File: src/rtl/card_sdram_defines.vh
`ifndef CARD_SDRAM_DEFINES_VH
`define CARD_SDRAM_DEFINES_VH

// Register and window addresses
`define CARD_TIMING_ADDR 32'hFF80_0100
`define AREA2_MODE_BASE 32'hFF90_0000
`define AREA3_MODE_BASE 32'hFF94_0000
`define MODE_OFFSET_MAX 12'hFFC

// Card timing register fields and reset value
`define CARD_TIMING_RESET 16'h0000
`define SET_A_EXTRA_HI 15
`define SET_A_EXTRA_LO 14
`define SET_B_EXTRA_HI 13
`define SET_B_EXTRA_LO 12
`define SET_A_SETUP_HI 11
`define SET_A_SETUP_LO 9
`define SET_B_SETUP_HI 8
`define SET_B_SETUP_LO 6
`define SET_A_HOLD_HI 5
`define SET_A_HOLD_LO 3
`define SET_B_HOLD_HI 2
`define SET_B_HOLD_LO 0

// Extra low-speed card waits
`define EXTRA_WAITS_0 6'h00
`define EXTRA_WAITS_1 6'h0F
`define EXTRA_WAITS_2 6'h1E
`define EXTRA_WAITS_3 6'h32

// Mode value shape on the memory address lines
`define MODE_BITS_64 10
`define MEM_ADDR_W 14

// Timing: clock rate and gap after a mode register set
`define CLK_MHZ 50
`define T_MRD_NS 40

`endif

File: src/rtl/hold_wait_decode.v
// Eight-step wait code to wait count: 0,1,2,3,6,9,12,15
module hold_wait_decode (
  input wire [2:0] code_in,
  output reg [3:0] waits_out
);

  // Upper half steps by three to reach fifteen
  always @* begin
    case (code_in)
      3'h0: waits_out = 4'h0;
      3'h1: waits_out = 4'h1;
      3'h2: waits_out = 4'h2;
      3'h3: waits_out = 4'h3;
      3'h4: waits_out = 4'h6;
      3'h5: waits_out = 4'h9;
      3'h6: waits_out = 4'hC;
      default: waits_out = 4'hF;
    endcase
  end

endmodule // hold_wait_decode

File: src/rtl/card_sdram_ctrl.v
`include "card_sdram_defines.vh"

module card_sdram_ctrl (
  input wire clk_in,
  input wire sys_rst_in,
  input wire manual_rst_in,
  input wire req_in,
  input wire wr_in,
  input wire [31:0] addr_in,
  input wire [15:0] wdata_in,
  input wire card_access_type_select,
  input wire card_mem_read_in,
  input wire bus_64_in,
  output reg ack_out,
  output reg busy_out,
  output reg [15:0] rdata_out,
  output reg [3:0] setup_waits_out,
  output reg [3:0] hold_waits_out,
  output reg [5:0] extra_waits_out,
  output reg hold_from_sample_out,
  output reg [15:0] sdram_mode_setting_out,
  output reg sdram_cs2_n_out,
  output reg sdram_cs3_n_out,
  output reg sdram_ras_n_out,
  output reg sdram_cas_n_out,
  output reg sdram_we_n_out,
  output reg [13:0] sdram_addr_out
);

  // Command gap after a mode set, rounded up to whole cycles
  localparam integer MRD_CYC_RAW = (`T_MRD_NS * `CLK_MHZ + 999) / 1000;
  localparam integer MRD_CYC = (MRD_CYC_RAW < 1) ? 1 : MRD_CYC_RAW;
  localparam [1:0] MRD_LAST = MRD_CYC[1:0] - 2'h1;
  // Window bases as 32-bit words so their page bits can be sliced
  localparam [31:0] AREA2_BASE = `AREA2_MODE_BASE;
  localparam [31:0] AREA3_BASE = `AREA3_MODE_BASE;

  localparam [1:0] ST_IDLE = 2'h0;
  localparam [1:0] ST_MRS = 2'h1;
  localparam [1:0] ST_GAP = 2'h2;

  reg [15:0] card_strobe_timing_q;
  reg [1:0] state_q;
  reg [1:0] state_d;
  reg [1:0] gap_cnt_q;
  reg [1:0] gap_cnt_d;
  reg area3_q;
  reg area3_d;
  reg [13:0] mode_addr_q;
  reg [13:0] mode_addr_d;

  wire take;
  wire hit_timing;
  wire hit_area2;
  wire hit_area3;
  wire [13:0] mode_addr_32;
  wire [13:0] mode_addr_64;
  wire [3:0] a_setup;
  wire [3:0] b_setup;
  wire [3:0] a_hold;
  wire [3:0] b_hold;
  reg [5:0] extra_d;

  // Taken only while idle; a request still standing at its ack edge is not retaken
  assign take = req_in && !ack_out && (state_q == ST_IDLE);
  assign hit_timing = (addr_in == `CARD_TIMING_ADDR);
  // Window decode on the upper twenty bits; offset bits are the value
  assign hit_area2 = (addr_in[31:12] == AREA2_BASE[31:12]);
  assign hit_area3 = (addr_in[31:12] == AREA3_BASE[31:12]);

  // Memory A0 sits on device A2 (32-bit) or A3 (64-bit)
  assign mode_addr_32 = addr_in[15:2];
  assign mode_addr_64 = {4'h0, addr_in[3 +: `MODE_BITS_64]};

  // Wait decoders, one per setup and hold field
  hold_wait_decode u_a_setup (
    .code_in(card_strobe_timing_q[`SET_A_SETUP_HI:`SET_A_SETUP_LO]),
    .waits_out(a_setup)
  );

  hold_wait_decode u_b_setup (
    .code_in(card_strobe_timing_q[`SET_B_SETUP_HI:`SET_B_SETUP_LO]),
    .waits_out(b_setup)
  );

  hold_wait_decode u_a_hold (
    .code_in(card_strobe_timing_q[`SET_A_HOLD_HI:`SET_A_HOLD_LO]),
    .waits_out(a_hold)
  );

  hold_wait_decode u_b_hold (
    .code_in(card_strobe_timing_q[`SET_B_HOLD_HI:`SET_B_HOLD_LO]),
    .waits_out(b_hold)
  );

  // Card timing register; manual reset deliberately leaves it alone
  always @(posedge clk_in or posedge sys_rst_in) begin
    if (sys_rst_in) begin
      card_strobe_timing_q <= `CARD_TIMING_RESET;
    end else if (take && wr_in && hit_timing) begin
      card_strobe_timing_q <= wdata_in;
    end
  end

  // Extra low-speed waits for the selected set
  always @* begin
    case (card_access_type_select ?
          card_strobe_timing_q[`SET_B_EXTRA_HI:`SET_B_EXTRA_LO] :
          card_strobe_timing_q[`SET_A_EXTRA_HI:`SET_A_EXTRA_LO])
      2'h0: extra_d = `EXTRA_WAITS_0;
      2'h1: extra_d = `EXTRA_WAITS_1;
      2'h2: extra_d = `EXTRA_WAITS_2;
      default: extra_d = `EXTRA_WAITS_3;
    endcase
  end

  // Timing outputs follow the type bit one cycle later
  always @(posedge clk_in or posedge sys_rst_in) begin
    if (sys_rst_in) begin
      setup_waits_out <= 4'h0;
      hold_waits_out <= 4'h0;
      extra_waits_out <= 6'h00;
      hold_from_sample_out <= 1'b0;
    end else begin
      setup_waits_out <= card_access_type_select ? b_setup : a_setup;
      if (card_access_type_select) begin
        hold_waits_out <= b_hold;
      end else begin
        hold_waits_out <= a_hold;
      end
      extra_waits_out <= extra_d;
      // Set B memory reads count hold from the sampling point
      hold_from_sample_out <= card_access_type_select && card_mem_read_in;
    end
  end

  // Mode set sequencer: idle, one command cycle, then the gap
  always @* begin
    state_d = state_q;
    gap_cnt_d = gap_cnt_q;
    area3_d = area3_q;
    mode_addr_d = mode_addr_q;
    case (state_q)
      ST_IDLE: begin
        // Store data is never looked at, only its address
        if (take && wr_in && (hit_area2 || hit_area3)) begin
          state_d = ST_MRS;
          area3_d = hit_area3;
          mode_addr_d = bus_64_in ? mode_addr_64 : mode_addr_32;
        end
      end
      ST_MRS: begin
        state_d = ST_GAP;
        gap_cnt_d = 2'h0;
      end
      ST_GAP: begin
        if (gap_cnt_q >= MRD_LAST) begin
          state_d = ST_IDLE;
        end else begin
          gap_cnt_d = gap_cnt_q + 2'h1;
        end
      end
      default: begin
        state_d = ST_IDLE;
      end
    endcase
  end

  // Sequencer state; manual reset aborts a pending command
  always @(posedge clk_in or posedge sys_rst_in) begin
    if (sys_rst_in) begin
      state_q <= ST_IDLE;
      gap_cnt_q <= 2'h0;
      area3_q <= 1'b0;
      mode_addr_q <= 14'h0000;
    end else if (manual_rst_in) begin
      state_q <= ST_IDLE;
      gap_cnt_q <= 2'h0;
      area3_q <= 1'b0;
      mode_addr_q <= 14'h0000;
    end else begin
      state_q <= state_d;
      gap_cnt_q <= gap_cnt_d;
      area3_q <= area3_d;
      mode_addr_q <= mode_addr_d;
    end
  end

  // Memory command pins: mode register set is all strobes low
  always @(posedge clk_in or posedge sys_rst_in) begin
    if (sys_rst_in) begin
      sdram_cs2_n_out <= 1'b1;
      sdram_cs3_n_out <= 1'b1;
      sdram_ras_n_out <= 1'b1;
      sdram_cas_n_out <= 1'b1;
      sdram_we_n_out <= 1'b1;
      sdram_addr_out <= 14'h0000;
    end else if (manual_rst_in) begin
      sdram_cs2_n_out <= 1'b1;
      sdram_cs3_n_out <= 1'b1;
      sdram_ras_n_out <= 1'b1;
      sdram_cas_n_out <= 1'b1;
      sdram_we_n_out <= 1'b1;
    end else if (state_d == ST_MRS) begin
      sdram_cs2_n_out <= area3_d;
      sdram_cs3_n_out <= ~area3_d;
      sdram_ras_n_out <= 1'b0;
      sdram_cas_n_out <= 1'b0;
      sdram_we_n_out <= 1'b0;
      sdram_addr_out <= mode_addr_d;
    end else begin
      sdram_cs2_n_out <= 1'b1;
      sdram_cs3_n_out <= 1'b1;
      sdram_ras_n_out <= 1'b1;
      sdram_cas_n_out <= 1'b1;
      sdram_we_n_out <= 1'b1;
    end
  end

  // Last mode setting, low sixteen address bits kept for observation
  always @(posedge clk_in or posedge sys_rst_in) begin
    if (sys_rst_in) begin
      sdram_mode_setting_out <= 16'h0000;
    end else if (take && wr_in && (hit_area2 || hit_area3)) begin
      sdram_mode_setting_out <= addr_in[15:0];
    end
  end

  // Answer one cycle after a taken request; window reads return zero
  always @(posedge clk_in or posedge sys_rst_in) begin
    if (sys_rst_in) begin
      ack_out <= 1'b0;
      rdata_out <= 16'h0000;
    end else begin
      ack_out <= take;
      if (take && !wr_in && hit_timing) begin
        rdata_out <= card_strobe_timing_q;
      end else if (take) begin
        rdata_out <= 16'h0000; // Mode setting is write-only
      end
    end
  end

  // Busy while the command and its gap run, so the master holds off
  always @(posedge clk_in or posedge sys_rst_in) begin
    if (sys_rst_in) begin
      busy_out <= 1'b0;
    end else if (manual_rst_in) begin
      busy_out <= 1'b0;
    end else begin
      busy_out <= (state_d != ST_IDLE);
    end
  end

endmodule // card_sdram_ctrl

File: config.mk
export PLATFORM = sky130hd
export DESIGN_NAME = card_sdram_ctrl
export DESIGN_NICKNAME = d
export VERILOG_FILES = /design/src/rtl/hold_wait_decode.v /design/src/rtl/card_sdram_ctrl.v
export VERILOG_INCLUDE_DIRS = /design/src /design/src/rtl
export SDC_FILE = /design/constraint.sdc
export NUM_CORES = 1
export LEC_CHECK = 0
export ABC_CLOCK_PERIOD_IN_PS = 6700
export BUFFER_PORTS_ARGS = -buffer_cell sky130_fd_sc_hd__buf_2
export CAP_MARGIN = 10
export CORE_MARGIN = 4
export CORE_UTILIZATION = 53
export DETAILED_ROUTE_END_ITERATION = 12
export PLACE_DENSITY = 0.83
export SLEW_MARGIN = 20
export SYNTH_ARGS = -nofsm -noshare
export SYNTH_HDL_FRONTEND = slang
export SYNTH_SLANG_ARGS = --single-unit
File: constraint.sdc
create_clock -name clk_in -period 6.7 [get_ports clk_in]
set_clock_uncertainty 0.2 [all_clocks]
set_input_delay 1.34 -clock clk_in [delete_from_list [all_inputs] [get_ports clk_in]]
set_output_delay 1.34 -clock clk_in [all_outputs]
set_load 0.005 [all_outputs]
; Yosys cells after proc, flatten, opt, wreduce, memory -nomap -nowiden
; Cells that the tools add are included.
[totals]
register_bits = 101
input_bits = 56
out_inout_bits = 68
elab_cells = 107
[op_classes]
addsub = 1
magnitude_cmp = 1
eq_ne = 33
mux = 31
bitwise = 2
reduce_logical = 22
[op_table]
columns = operator, count
row1 = case mux 4 bit (7 select lines), 4
row2 = two-way mux 14 bit, 4
row3 = equality test 20 bit (second input constant), 2
row4 = equality test 3 bit (second input constant), 12
row5 = equality test 32 bit (second input constant), 1
row6 = two-way mux 16 bit, 2
row7 = equality test 3 x 2 -> 1 bit (second input constant), 8
row8 = case mux 6 bit (3 select lines), 1
row9 = equality test 3 x 1 -> 1 bit (second input constant), 4
row10 = logical NOT 3 bit, 4
row11 = two-way mux 2 bit, 6
row12 = two-way mux 1 bit, 10
row13 = logical AND 1 bit, 8
row14 = two-way mux 4 bit, 2
row15 = equality test 2 x 1 -> 1 bit (second input constant), 3
row16 = case mux 2 bit (3 select lines), 1
row17 = equality test 2 bit (second input constant), 2
row18 = logical NOT 2 bit, 2
row19 = case mux 2 bit (2 select lines), 1
row20 = AND reduction 2 bit, 2
row21 = nonzero test 2 bit, 2
row22 = != test 3 bit (second input constant), 1
row23 = nonzero test 3 bit, 1
row24 = adder 2 x 1 -> 2 bit (second input constant), 1
row25 = 4 further kinds, 6

; Depth between registers and ports, before layout
; Gate-level depths: netlist of run 1.
[logic_depth]
depth_word = 10
depth_mapped = 8
depth_no_buf = 6

; Modules after synthesis
; A second synthesis of run 1 with hierarchy kept.
[hier_totals]
hier_cells = 298
area_unflattened_um2 = 3698.5
[modules_own_cells]
columns = module, n_inst, cells_per_inst, area_each_um2, seq_area_each_um2
row1 = card_sdram_ctrl, 1, 274, 3538.4, 2130.8
row2 = hold_wait_decode, 4, 6, 40.0, 0.0

; Worst setup path after synthesis of run 1
; Ideal clock, no wire load.
[synth_path]
kind = input -> register
from = input port req_in
to = register sdram_addr_out[0]
setup_time_ns = 0.125
arrival_ns = 2.909
required_time_ns = 6.375
slack_ns = 3.466
path_stages = 7
n_path_buf = 2
path_cell_list = or4b_1 buf_2 clkinv_2 nand4_2 nor3b_4 buf_4 mux2_2
[synth_via]
elab_chain_len = 8
word_cells_on_any_way = 10
cone_classes = eq/ne (1) / mux (4) / reduce/logical (5)
[synth_rtl]
columns = element, line
row1 = "start, declared", card_sdram_ctrl.v:7  ; input wire req_in,
row2 = logical AND 1 bit * (2 in series), card_sdram_ctrl.v:65  ; assign take = req_in && !ack_out && (state_q == ST_IDLE);
row3 = named net take, card_sdram_ctrl.v:52  ; wire take;
row4 = logical AND 1 bit * (2 in series), card_sdram_ctrl.v:146  ; if (take && wr_in && (hit_area2 || hit_area3)) begin
row5 = two-way mux 2 bit, card_sdram_ctrl.v:146
row6 = case mux 2 bit (3 select lines), card_sdram_ctrl.v:143  ; case (state_q)
row7 = equality test 2 x 1 -> 1 bit, card_sdram_ctrl.v:204  ; end else if (state_d == ST_MRS) begin
row8 = AND reduction 2 bit (no source line), --
row9 = "end signal, assigned", card_sdram_ctrl.v:210  ; sdram_addr_out <= mode_addr_d;
row10 = "end, declared", card_sdram_ctrl.v:27  ; output reg [13:0] sdram_addr_out
; The timed path passes the listed nets; every way through them passes the cells marked *.
; A chain may end at the register's enable or synchronous reset.

; Final worst setup path of run 1
[layout_path]
from = input port req_in
to = register card_strobe_timing_q[3]
[layout_via]
elab_chain_len = 4
[layout_rtl]
columns = element, line
row1 = logical AND 1 bit (2 in series), card_sdram_ctrl.v:65
row2 = named net take, card_sdram_ctrl.v:52
row3 = logical AND 1 bit (2 in series), card_sdram_ctrl.v:100  ; end else if (take && wr_in && hit_timing) begin
row4 = "end signal, assigned", card_sdram_ctrl.v:99  ; card_strobe_timing_q <= `CARD_TIMING_RESET;
row5 = "end signal, assigned", card_sdram_ctrl.v:101  ; card_strobe_timing_q <= wdata_in;
row6 = "end, declared", card_sdram_ctrl.v:42  ; reg [15:0] card_strobe_timing_q;
; The timed path passes the listed nets, and every way through them passes these cells.

==> report_table.html, run 1 <==
<table>
<tr><th>Metric</th><th>Value</th></tr>
<tr><th colspan="2">Floorplan</th></tr>
<tr><td>Number of I/O pins</td><td>124</td></tr>
<tr><td>Die Footprint</td><td>about 8400 µm²</td></tr>
<tr><td>Starting density of the core</td><td>0.5440</td></tr>
<tr><td>Core box area</td><td>6794 µm²</td></tr>
<tr><td>Die boundary height</td><td>91.51 µm</td></tr>
<tr><td>Row count</td><td>30</td></tr>
<tr><td>Die extent in x</td><td>91.51 µm</td></tr>
<tr><th colspan="2">Clocking</th></tr>
<tr><td>Sink Count</td><td>85</td></tr>
<tr><td>Number of buffers inserted to repair setup after CTS</td><td>0</td></tr>
<tr><td>CTS tree</td><td>yes</td></tr>
<tr><td>Post-CTS Hold Buffers</td><td>0</td></tr>
<tr><td>Insertion delay of the later-clocked pin in the worst-skew pair</td><td>350 ps</td></tr>
<tr><td>Count of cells resized by post-cts repair</td><td>0</td></tr>
<tr><td>Number of buffers on the longest clock path</td><td>2</td></tr>
<tr><td>Clock-pin slew of the registers on the worst-case setup and hold paths</td><td>80 ps</td></tr>
<tr><td>CTS H-tree lvls</td><td>3</td></tr>
<tr><td>Root buffer selected by CTS</td><td>clkbuf_8</td></tr>
<tr><td>TritonCTS buffer count</td><td>9</td></tr>
<tr><th colspan="2">Route</th></tr>
<tr><td>Post-detailed-route DRC marker count</td><td>0</td></tr>
<tr><td>Wire length per cell after detailed routing</td><td>about 16 µm</td></tr>
<tr><td>Via Count</td><td>between 2000 and 3000</td></tr>
<tr><td>Number of nets still failing antenna checks after routing</td><td>0</td></tr>
<tr><td>First-pass detailed-route iteration total</td><td>4</td></tr>
<tr><td>Total length of routed wires</td><td>8133 µm</td></tr>
<tr><td>Vias per cell</td><td>between 5 and 6</td></tr>
<tr><td>DRC violation total after the first TritonRoute iteration</td><td>140</td></tr>
<tr><th colspan="2">Synthesis</th></tr>
<tr><td>Async set-reset flop share out of synthesis</td><td>1.000</td></tr>
<tr><td>Area contributors post-synth</td><td>dfrtp_1, mux2_2, mux2_4</td></tr>
<tr><td>Top-count cell post-synth</td><td>dfrtp_1</td></tr>
<tr><td>Sequential cell area fraction in the yosys report</td><td>0.5765</td></tr>
<tr><td>Top FF cell, synth</td><td>dfrtp_1</td></tr>
<tr><td>Mapped Cells</td><td>~300</td></tr>
<tr><td>Number of enable flip-flop cells after synthesis</td><td>0</td></tr>
<tr><td>Yosys Warn Count</td><td>0</td></tr>
<tr><td>Netlist area before placement</td><td>3696 µm²</td></tr>
<tr><td>Mean post-synth cell area</td><td>12.36 µm²</td></tr>
<tr><td>Number of library cell types mapped by synthesis</td><td>39</td></tr>
<tr><td>Net Count, Synth</td><td>roughly 360</td></tr>
<tr><td>Register bit total from synthesis</td><td>85</td></tr>
<tr><td>Top cells by instance count after synthesis</td><td>dfrtp_1, mux2_2, o21ai_0</td></tr>
<tr><td>Post-synth top area share</td><td>0.5552</td></tr>
<tr><td>Cell type with the highest aggregate area in the netlist</td><td>dfrtp_1</td></tr>
<tr><th colspan="2">Run</th></tr>
<tr><td>Count of max-cap constraint violations</td><td>0</td></tr>
<tr><th colspan="2">Global routing</th></tr>
<tr><td>Overflow after GRT</td><td>0</td></tr>
<tr><td>Number of antenna violations at the first check in global routing</td><td>1</td></tr>
<tr><td>Number of global-route vias before repair</td><td>between 2000 and 3000</td></tr>
<tr><td>GRT Overall Usage</td><td>0.2054</td></tr>
<tr><td>Largest net degree at the start of global routing</td><td>86</td></tr>
<tr><td>Wire length of the first global-routing pass</td><td>13630 µm</td></tr>
<tr><th colspan="2">STA</th></tr>
<tr><td>Maximum clock frequency</td><td>266.3 MHz</td></tr>
<tr><td>Final critical delay including setup and external delays</td><td>3756 ps</td></tr>
<tr><td>Final count of negative-setup-slack endpoints</td><td>0</td></tr>
<tr><td>Unrepaired setup endpoints after global routing</td><td>no</td></tr>
<tr><td>Least setup slack across all paths after layout</td><td>2944 ps</td></tr>
<tr><td>Max_slew headroom</td><td>0.3595</td></tr>
<tr><td>Count of pins over their slew limit</td><td>0</td></tr>
<tr><td>Setup total negative slack</td><td>0 ps</td></tr>
<tr><td>Crit share post-route</td><td>0.5606</td></tr>
<tr><td>Number of hold violations in the final report</td><td>0</td></tr>
<tr><td>Transition time at the pin with the least slew margin</td><td>around 960 ps</td></tr>
<tr><th colspan="2">Placed design</th></tr>
<tr><td>Number of buffers added on ports</td><td>~120</td></tr>
<tr><td>Estimated wirelength of the detail-placed design</td><td>6110 µm</td></tr>
<tr><td>Setup WS pre-CTS</td><td>2578 ps</td></tr>
<tr><td>Global placer's final weighted congestion</td><td>0.7837</td></tr>
<tr><td>Cell area reported after detailed placement</td><td>approximately 4300 µm²</td></tr>
<tr><th colspan="2">Critical path</th></tr>
<tr><td>Launch point of the worst path</td><td>req_in</td></tr>
<tr><td>Required time at the endpoint of the critical path</td><td>roughly 6700 ps</td></tr>
<tr><td>Startpoint types</td><td>input port</td></tr>
<tr><td>Startpoint of the lowest-slack register-to-register path</td><td>state_q[0]</td></tr>
<tr><td>Worst setup path category</td><td>in -&gt; reg</td></tr>
<tr><td>Critical Path End Type</td><td>register</td></tr>
<tr><td>Data arrival time of the critical path</td><td>3790 ps</td></tr>
<tr><td>Worst Path Max Fanout</td><td>17</td></tr>
<tr><th colspan="2">Layout</th></tr>
<tr><td>Final-layout fill cell count</td><td>510</td></tr>
<tr><td>Proportion of layout cells with a drive suffix above 1</td><td>0.4690</td></tr>
<tr><td>Sequential cell area</td><td>2131 µm²</td></tr>
<tr><td>Design Area, Final</td><td>4514 µm²</td></tr>
<tr><td>Final Net Count</td><td>475</td></tr>
<tr><td>Area occupied by multi-input gates</td><td>1406 µm²</td></tr>
<tr><td>Layout area overhead</td><td>22.14%</td></tr>
<tr><th colspan="2">Power</th></tr>
<tr><td>Reported leakage power</td><td>2.424 nW</td></tr>
<tr><td>Pwr dens</td><td>roughly 200 nW/µm²</td></tr>
<tr><td>Peak ir drop on the vdd network</td><td>approximately 0.12 mV</td></tr>
<tr><th colspan="2">Worst hold path</th></tr>
<tr><td>Hold path startpoint</td><td>sdram_mode_setting_out[12]</td></tr>
<tr><td>Class of the worst hold path</td><td>reg -&gt; reg</td></tr>
<tr><th colspan="2">Status</th></tr>
<tr><td>Result of the run</td><td>completed</td></tr>
</table>
-- per-stage QoR --
step             util  std cells  hold WS [ps]  total power, mW
2_1_floorplan       -        299         273.3           0.5482
3_3_place_gp   0.6381        500         266.3           0.5725
3_5_place_dp   0.6381        500         268.0           0.5737
4_1_cts        0.6635        516         291.3           0.8902
5_1_grt        0.6645        517         304.1           0.9205
6_report       0.6645        517         292.3           0.8809
-- power breakdown --
part           leakage (nW)  internal (mW)  switching [mW]
logic                  1.16         0.0200          0.0285
registers              1.17          0.514        0.000447
clock network        0.0898          0.136           0.182
-- worst paths after layout --
kind / to / slack [ps] / cells past startpoint
min in group asynchronous: gap_cnt_q[1] / 990 / 3
worst min register to register: sdram_mode_setting_out[12] / 290 / 1
worst max-delay path: card_strobe_timing_q[3] / 2940 / 6
worst max register to register: card_strobe_timing_q[3] / 3510 / 5
worst min-delay path: sdram_mode_setting_out[12] / 290 / 1
max in group asynchronous: sdram_mode_setting_out[10] / 4820 / 3
-- worst max-delay path: stages --
cell and delay (ps):
buf_2 70, or4b_1 730, clkinv_2 170, and3_1 600, nand4_4 440, mux2_4 420
-- area by class of cell --
type	count	share of cell area
Sequential cell	85	0.4720
Inverter	14	0.01220
Multi-Input combinational cell	181	0.3115
Antenna cell	1	0.0005543
Timing Repair Buffer	124	0.1389
Clock inverter	7	0.01081
Clock buffer	9	0.02744
Tap cell	96	0.02661
-- cells by family after synthesis --
family,share of synthesized area
buffers and inverters,0.04299
adders and majority gates,0.01354
xor gates and xnor gates,0.009478
AOI/OAI and AO/OA,0.05484
and+or+nand+nor,0.1354
DFF,0.5765
muxes,0.1672
-- state kept, by name, summed over array words and instances, names as in the netlist, 2 cells and up --
signal	cells
hold_waits_out	4
sdram_mode_setting_out	16
extra_waits_out	5
rdata_out	16
card_strobe_timing_q	16
state_q	2
sdram_addr_out	14
setup_waits_out	4
gap_cnt_q	2
-- cell usage in the layout (no fill, tap or decap), types with 5 or more instances in the layout --
| cell | count |
|---|---|
| mux2_4 | 10 |
| nor2_1 | 7 |
| nor2b_1 | 8 |
| nand2_1 | 24 |
| mux2_2 | 38 |
| nand4_1 | 16 |
| inv_1 | 11 |
| clkinv_2 | 5 |
| o21ai_0 | 27 |
| buf_2 | 123 |
| and2_1 | 7 |
| dfrtp_1 | 82 |
| clkbuf_8 | 9 |
-- routing by layer --
metal  wire length, µm  GRT usage  up-vias  part of all wire
met2              3909     0.3122      101              0.48
met3               694    0.06794       20             0.085
met5                 0          0        -                 0
met4               200    0.09548        0             0.025
li1                  -          -     1277                 -
met1              3328     0.2659     1304              0.41
No activity file was read; power rests on OpenSTA's default activity.
==> inputs of run 2 (changes only) <==
--- a/config.mk
+++ b/config.mk
@@ -6,13 +6,13 @@
 export SDC_FILE = /design/constraint.sdc
 export NUM_CORES = 1
 export LEC_CHECK = 0
-export ABC_CLOCK_PERIOD_IN_PS = 6700
+export ABC_CLOCK_PERIOD_IN_PS = 3350
 export BUFFER_PORTS_ARGS = -buffer_cell sky130_fd_sc_hd__buf_2
 export CAP_MARGIN = 10
 export CORE_MARGIN = 4
-export CORE_UTILIZATION = 53
+export CORE_UTILIZATION = 45
 export DETAILED_ROUTE_END_ITERATION = 12
-export PLACE_DENSITY = 0.83
+export PLACE_DENSITY = 0.75
 export SLEW_MARGIN = 20
 export SYNTH_ARGS = -nofsm -noshare
 export SYNTH_HDL_FRONTEND = slang
==> constraint.sdc (replaced) <==
create_clock -name clk_in -period 3.35 [get_ports clk_in]
set_clock_uncertainty 0.2 [all_clocks]
set_input_delay 0.67 -clock clk_in [delete_from_list [all_inputs] [get_ports clk_in]]
set_output_delay 0.67 -clock clk_in [all_outputs]
set_load 0.005 [all_outputs]
==> run 2 against run 1 <==
- core utilization down 7.8 points
- total power up 110%
- final area up 2.0%
- sequential share of layout area down 0.94 points
- combinational power up 110%
- via count up 1.9%
- cell count up 2.1%
- clock power up 140%
- largest power group unchanged
- global-route usage down 2.4 points
- count of clock-buffer cells in the layout unchanged
- critical endpoint is now sdram_mode_setting_out[3]
- sequential cell count unchanged
- setup slack worse by 2100 ps
==> report_table.html, run 2 (synthesis gave the netlist of run 1 again) <==
<table>
<tr><th>Metric</th><th>Value</th></tr>
<tr><th colspan="2">Route</th></tr>
<tr><td>Via Count</td><td>approximately 2800</td></tr>
<tr><td>Number of nets still failing antenna checks after routing</td><td>0</td></tr>
<tr><td>Vias per cell</td><td>between 5 and 6</td></tr>
<tr><td>Wire length per cell after detailed routing</td><td>16.46 µm</td></tr>
<tr><td>First-pass detailed-route iteration total</td><td>4</td></tr>
<tr><td>DRC violation total after the first TritonRoute iteration</td><td>48</td></tr>
<tr><td>Total length of routed wires</td><td>8690 µm</td></tr>
<tr><td>Post-detailed-route DRC marker count</td><td>0</td></tr>
<tr><th colspan="2">Layout</th></tr>
<tr><td>Area occupied by multi-input gates</td><td>1406 µm²</td></tr>
<tr><td>Proportion of layout cells with a drive suffix above 1</td><td>0.4765</td></tr>
<tr><td>Most frequent cells in the layout</td><td>buf_2, dfrtp_1, mux2_2, o21ai_0, nand2_1</td></tr>
<tr><td>Largest registers</td><td>card_strobe_timing_q: 16 flops, rdata_out: 16 flops, sdram_mode_setting_out: 16 flops</td></tr>
<tr><td>Most common cell after layout, fill and taps aside</td><td>buf_2</td></tr>
<tr><td>Final-layout fill cell count</td><td>686</td></tr>
<tr><td>Final Net Count</td><td>between 400 and 500</td></tr>
<tr><td>Number of diodes</td><td>0</td></tr>
<tr><td>Count of placed standard cells in the final layout, fillers left out</td><td>528</td></tr>
<tr><td>Sequential cell area</td><td>2131 µm²</td></tr>
<tr><td>Layout area overhead</td><td>24.61%</td></tr>
<tr><th colspan="2">STA</th></tr>
<tr><td>Setup total negative slack</td><td>0 ps</td></tr>
<tr><td>Final critical delay including setup and external delays</td><td>2498 ps</td></tr>
<tr><td>Count of pins over their slew limit</td><td>0</td></tr>
<tr><td>Least setup slack across all paths after layout</td><td>852.3 ps</td></tr>
<tr><td>Transition time at the pin with the least slew margin</td><td>872.1 ps</td></tr>
<tr><td>Number of hold violations in the final report</td><td>0</td></tr>
<tr><td>Unrepaired setup endpoints after global routing</td><td>no</td></tr>
<tr><td>Maximum clock frequency</td><td>400.4 MHz</td></tr>
<tr><td>Max_slew headroom</td><td>0.4186</td></tr>
<tr><td>Crit share post-route</td><td>0.7456</td></tr>
<tr><td>Final count of negative-setup-slack endpoints</td><td>0</td></tr>
<tr><th colspan="2">Clocking</th></tr>
<tr><td>CTS tree</td><td>yes</td></tr>
<tr><td>Sink Count</td><td>85</td></tr>
<tr><td>Count of cells resized by post-cts repair</td><td>0</td></tr>
<tr><td>Insertion delay of the later-clocked pin in the worst-skew pair</td><td>350 ps</td></tr>
<tr><td>Clock-pin slew of the registers on the worst-case setup and hold paths</td><td>90 ps</td></tr>
<tr><td>Number of buffers inserted to repair setup after CTS</td><td>0</td></tr>
<tr><td>Post-CTS Hold Buffers</td><td>0</td></tr>
<tr><td>TritonCTS buffer count</td><td>9</td></tr>
<tr><td>Root buffer selected by CTS</td><td>clkbuf_8</td></tr>
<tr><td>CTS H-tree lvls</td><td>3</td></tr>
<tr><td>Number of buffers on the longest clock path</td><td>2</td></tr>
<tr><th colspan="2">Critical path</th></tr>
<tr><td>Launch point of the worst path</td><td>state_q[0]</td></tr>
<tr><td>Path depth of the worst reg2reg path</td><td>5</td></tr>
<tr><td>Crit path to</td><td>sdram_mode_setting_out[3]</td></tr>
<tr><td>Data arrival time of the critical path</td><td>approximately 2500 ps</td></tr>
<tr><td>Worst setup path category</td><td>reg -&gt; reg</td></tr>
<tr><td>Delay contributed by the slowest stage of the critical path</td><td>560 ps</td></tr>
<tr><td>Startpoint types</td><td>register</td></tr>
<tr><td>Reg2reg setup slack</td><td>850 ps</td></tr>
<tr><td>Cell with the biggest individual delay on the critical path</td><td>or4b_1</td></tr>
<tr><td>Worst-path cell chain</td><td>or4b_1 &gt; clkinv_2 &gt; and4_1 &gt; nand2_1 &gt; mux2_2</td></tr>
<tr><td>Startpoint of the lowest-slack register-to-register path</td><td>state_q[0]</td></tr>
<tr><td>Required time at the endpoint of the critical path</td><td>3390 ps</td></tr>
<tr><td>Critical Path End Type</td><td>register</td></tr>
<tr><td>R2r endpoint</td><td>sdram_mode_setting_out[3]</td></tr>
<tr><td>Worst Path Max Fanout</td><td>17</td></tr>
<tr><th colspan="2">Floorplan</th></tr>
<tr><td>Row count</td><td>32</td></tr>
<tr><td>Die Footprint</td><td>9727 µm²</td></tr>
<tr><td>Die extent in x</td><td>approximately 99 µm</td></tr>
<tr><td>Number of I/O pins</td><td>about 120</td></tr>
<tr><td>Core box area</td><td>7848 µm²</td></tr>
<tr><td>Die boundary height</td><td>98.63 µm</td></tr>
<tr><td>Starting density of the core</td><td>0.4710</td></tr>
<tr><th colspan="2">Global routing</th></tr>
<tr><td>Overflow after GRT</td><td>0</td></tr>
<tr><td>Number of antenna violations at the first check in global routing</td><td>0</td></tr>
<tr><td>Largest net degree at the start of global routing</td><td>51</td></tr>
<tr><td>Number of global-route vias before repair</td><td>2842</td></tr>
<tr><td>Wire length of the first global-routing pass</td><td>14100 µm</td></tr>
<tr><td>GRT Overall Usage</td><td>0.1810</td></tr>
<tr><th colspan="2">Placed design</th></tr>
<tr><td>Number of buffers added on ports</td><td>roughly 120</td></tr>
<tr><td>Global placer's final weighted congestion</td><td>0.7745</td></tr>
<tr><td>DP Cell Count</td><td>512</td></tr>
<tr><td>Setup WS pre-CTS</td><td>438.8 ps</td></tr>
<tr><td>Estimated wirelength of the detail-placed design</td><td>~6400 µm</td></tr>
<tr><th colspan="2">Worst hold path</th></tr>
<tr><td>Class of the worst hold path</td><td>in -&gt; async</td></tr>
<tr><th colspan="2">Power</th></tr>
<tr><td>Pwr dens</td><td>about 400 nW/µm²</td></tr>
<tr><td>Peak ir drop on the vdd network</td><td>0.2841 mV</td></tr>
<tr><td>Reported leakage power</td><td>2.474 nW</td></tr>
<tr><th colspan="2">Status</th></tr>
<tr><td>Result of the run</td><td>completed</td></tr>
<tr><th colspan="2">Run</th></tr>
<tr><td>Count of max-cap constraint violations</td><td>0</td></tr>
</table>
-- run 2: worst max-delay path, delay by kind of cell (launching register included) --
| family | cells | cell delay [ps] |
|---|---|---|
| flops | 1 | 440 |
| simple gates | 3 | 1190 |
| buf+inv | 1 | 100 |
| mux | 1 | 450 |
-- run 2: where the power goes --
group / internal [mW] / total, mW / switching (mW)
clock network: 0.358 / 0.761 / 0.403
registers: 1.03 / 1.03 / 0.000714
logic: 0.0433 / 0.104 / 0.0611
total: 1.43 / 1.89 / 0.465
-- run 2: metrics by stage --
| step | power, mW | instance area (µm²) | utilization | hold WS (ps) |
|---|---|---|---|---|
| after floorplan | 1.096 | 3696 | - | 273.3 |
| after global placement | 1.153 | 4400 | 0.5607 | 258.5 |
| after detailed placement | 1.155 | 4400 | 0.5607 | 268.3 |
| after CTS | 1.909 | 4606 | 0.5869 | 283.1 |
| after global routing | 1.958 | 4606 | 0.5869 | 306.6 |
| final | 1.894 | 4606 | 0.5869 | 256.8 |
-- run 2: layout make-up --
cell class,instances,area share
Clock inverter,7,0.01766
Inverter,14,0.01195
Tap cell,102,0.02771
Clock buffer,9,0.02689
Timing Repair Buffer,130,0.1478
Multi-Input combinational cell,181,0.3054
Sequential cell,85,0.4626
-- run 2: worst min path at each step --
stage          slack (ps)                        from                         end  depth (start not counted)
5_1_grt               310  sdram_mode_setting_out[15]  sdram_mode_setting_out[15]                          1
2_1_floorplan         270                rdata_out[0]                rdata_out[0]                          2
3_5_place_dp          270  sdram_mode_setting_out[14]  sdram_mode_setting_out[14]                          1
3_3_place_gp          260                rdata_out[9]                rdata_out[9]                          2
4_1_cts               280                  sys_rst_in          sdram_addr_out[13]                          2
6_report              260                  sys_rst_in          sdram_addr_out[13]                          2
-- run 2: metal layers --
metal,vias to the layer above,global-route usage,routed length (µm)
li1,1287,-,-
met1,1341,0.2417,3824
met2,118,0.2845,4043
met3,7,0.05308,734
met4,0,0.06092,88
met5,-,0,0
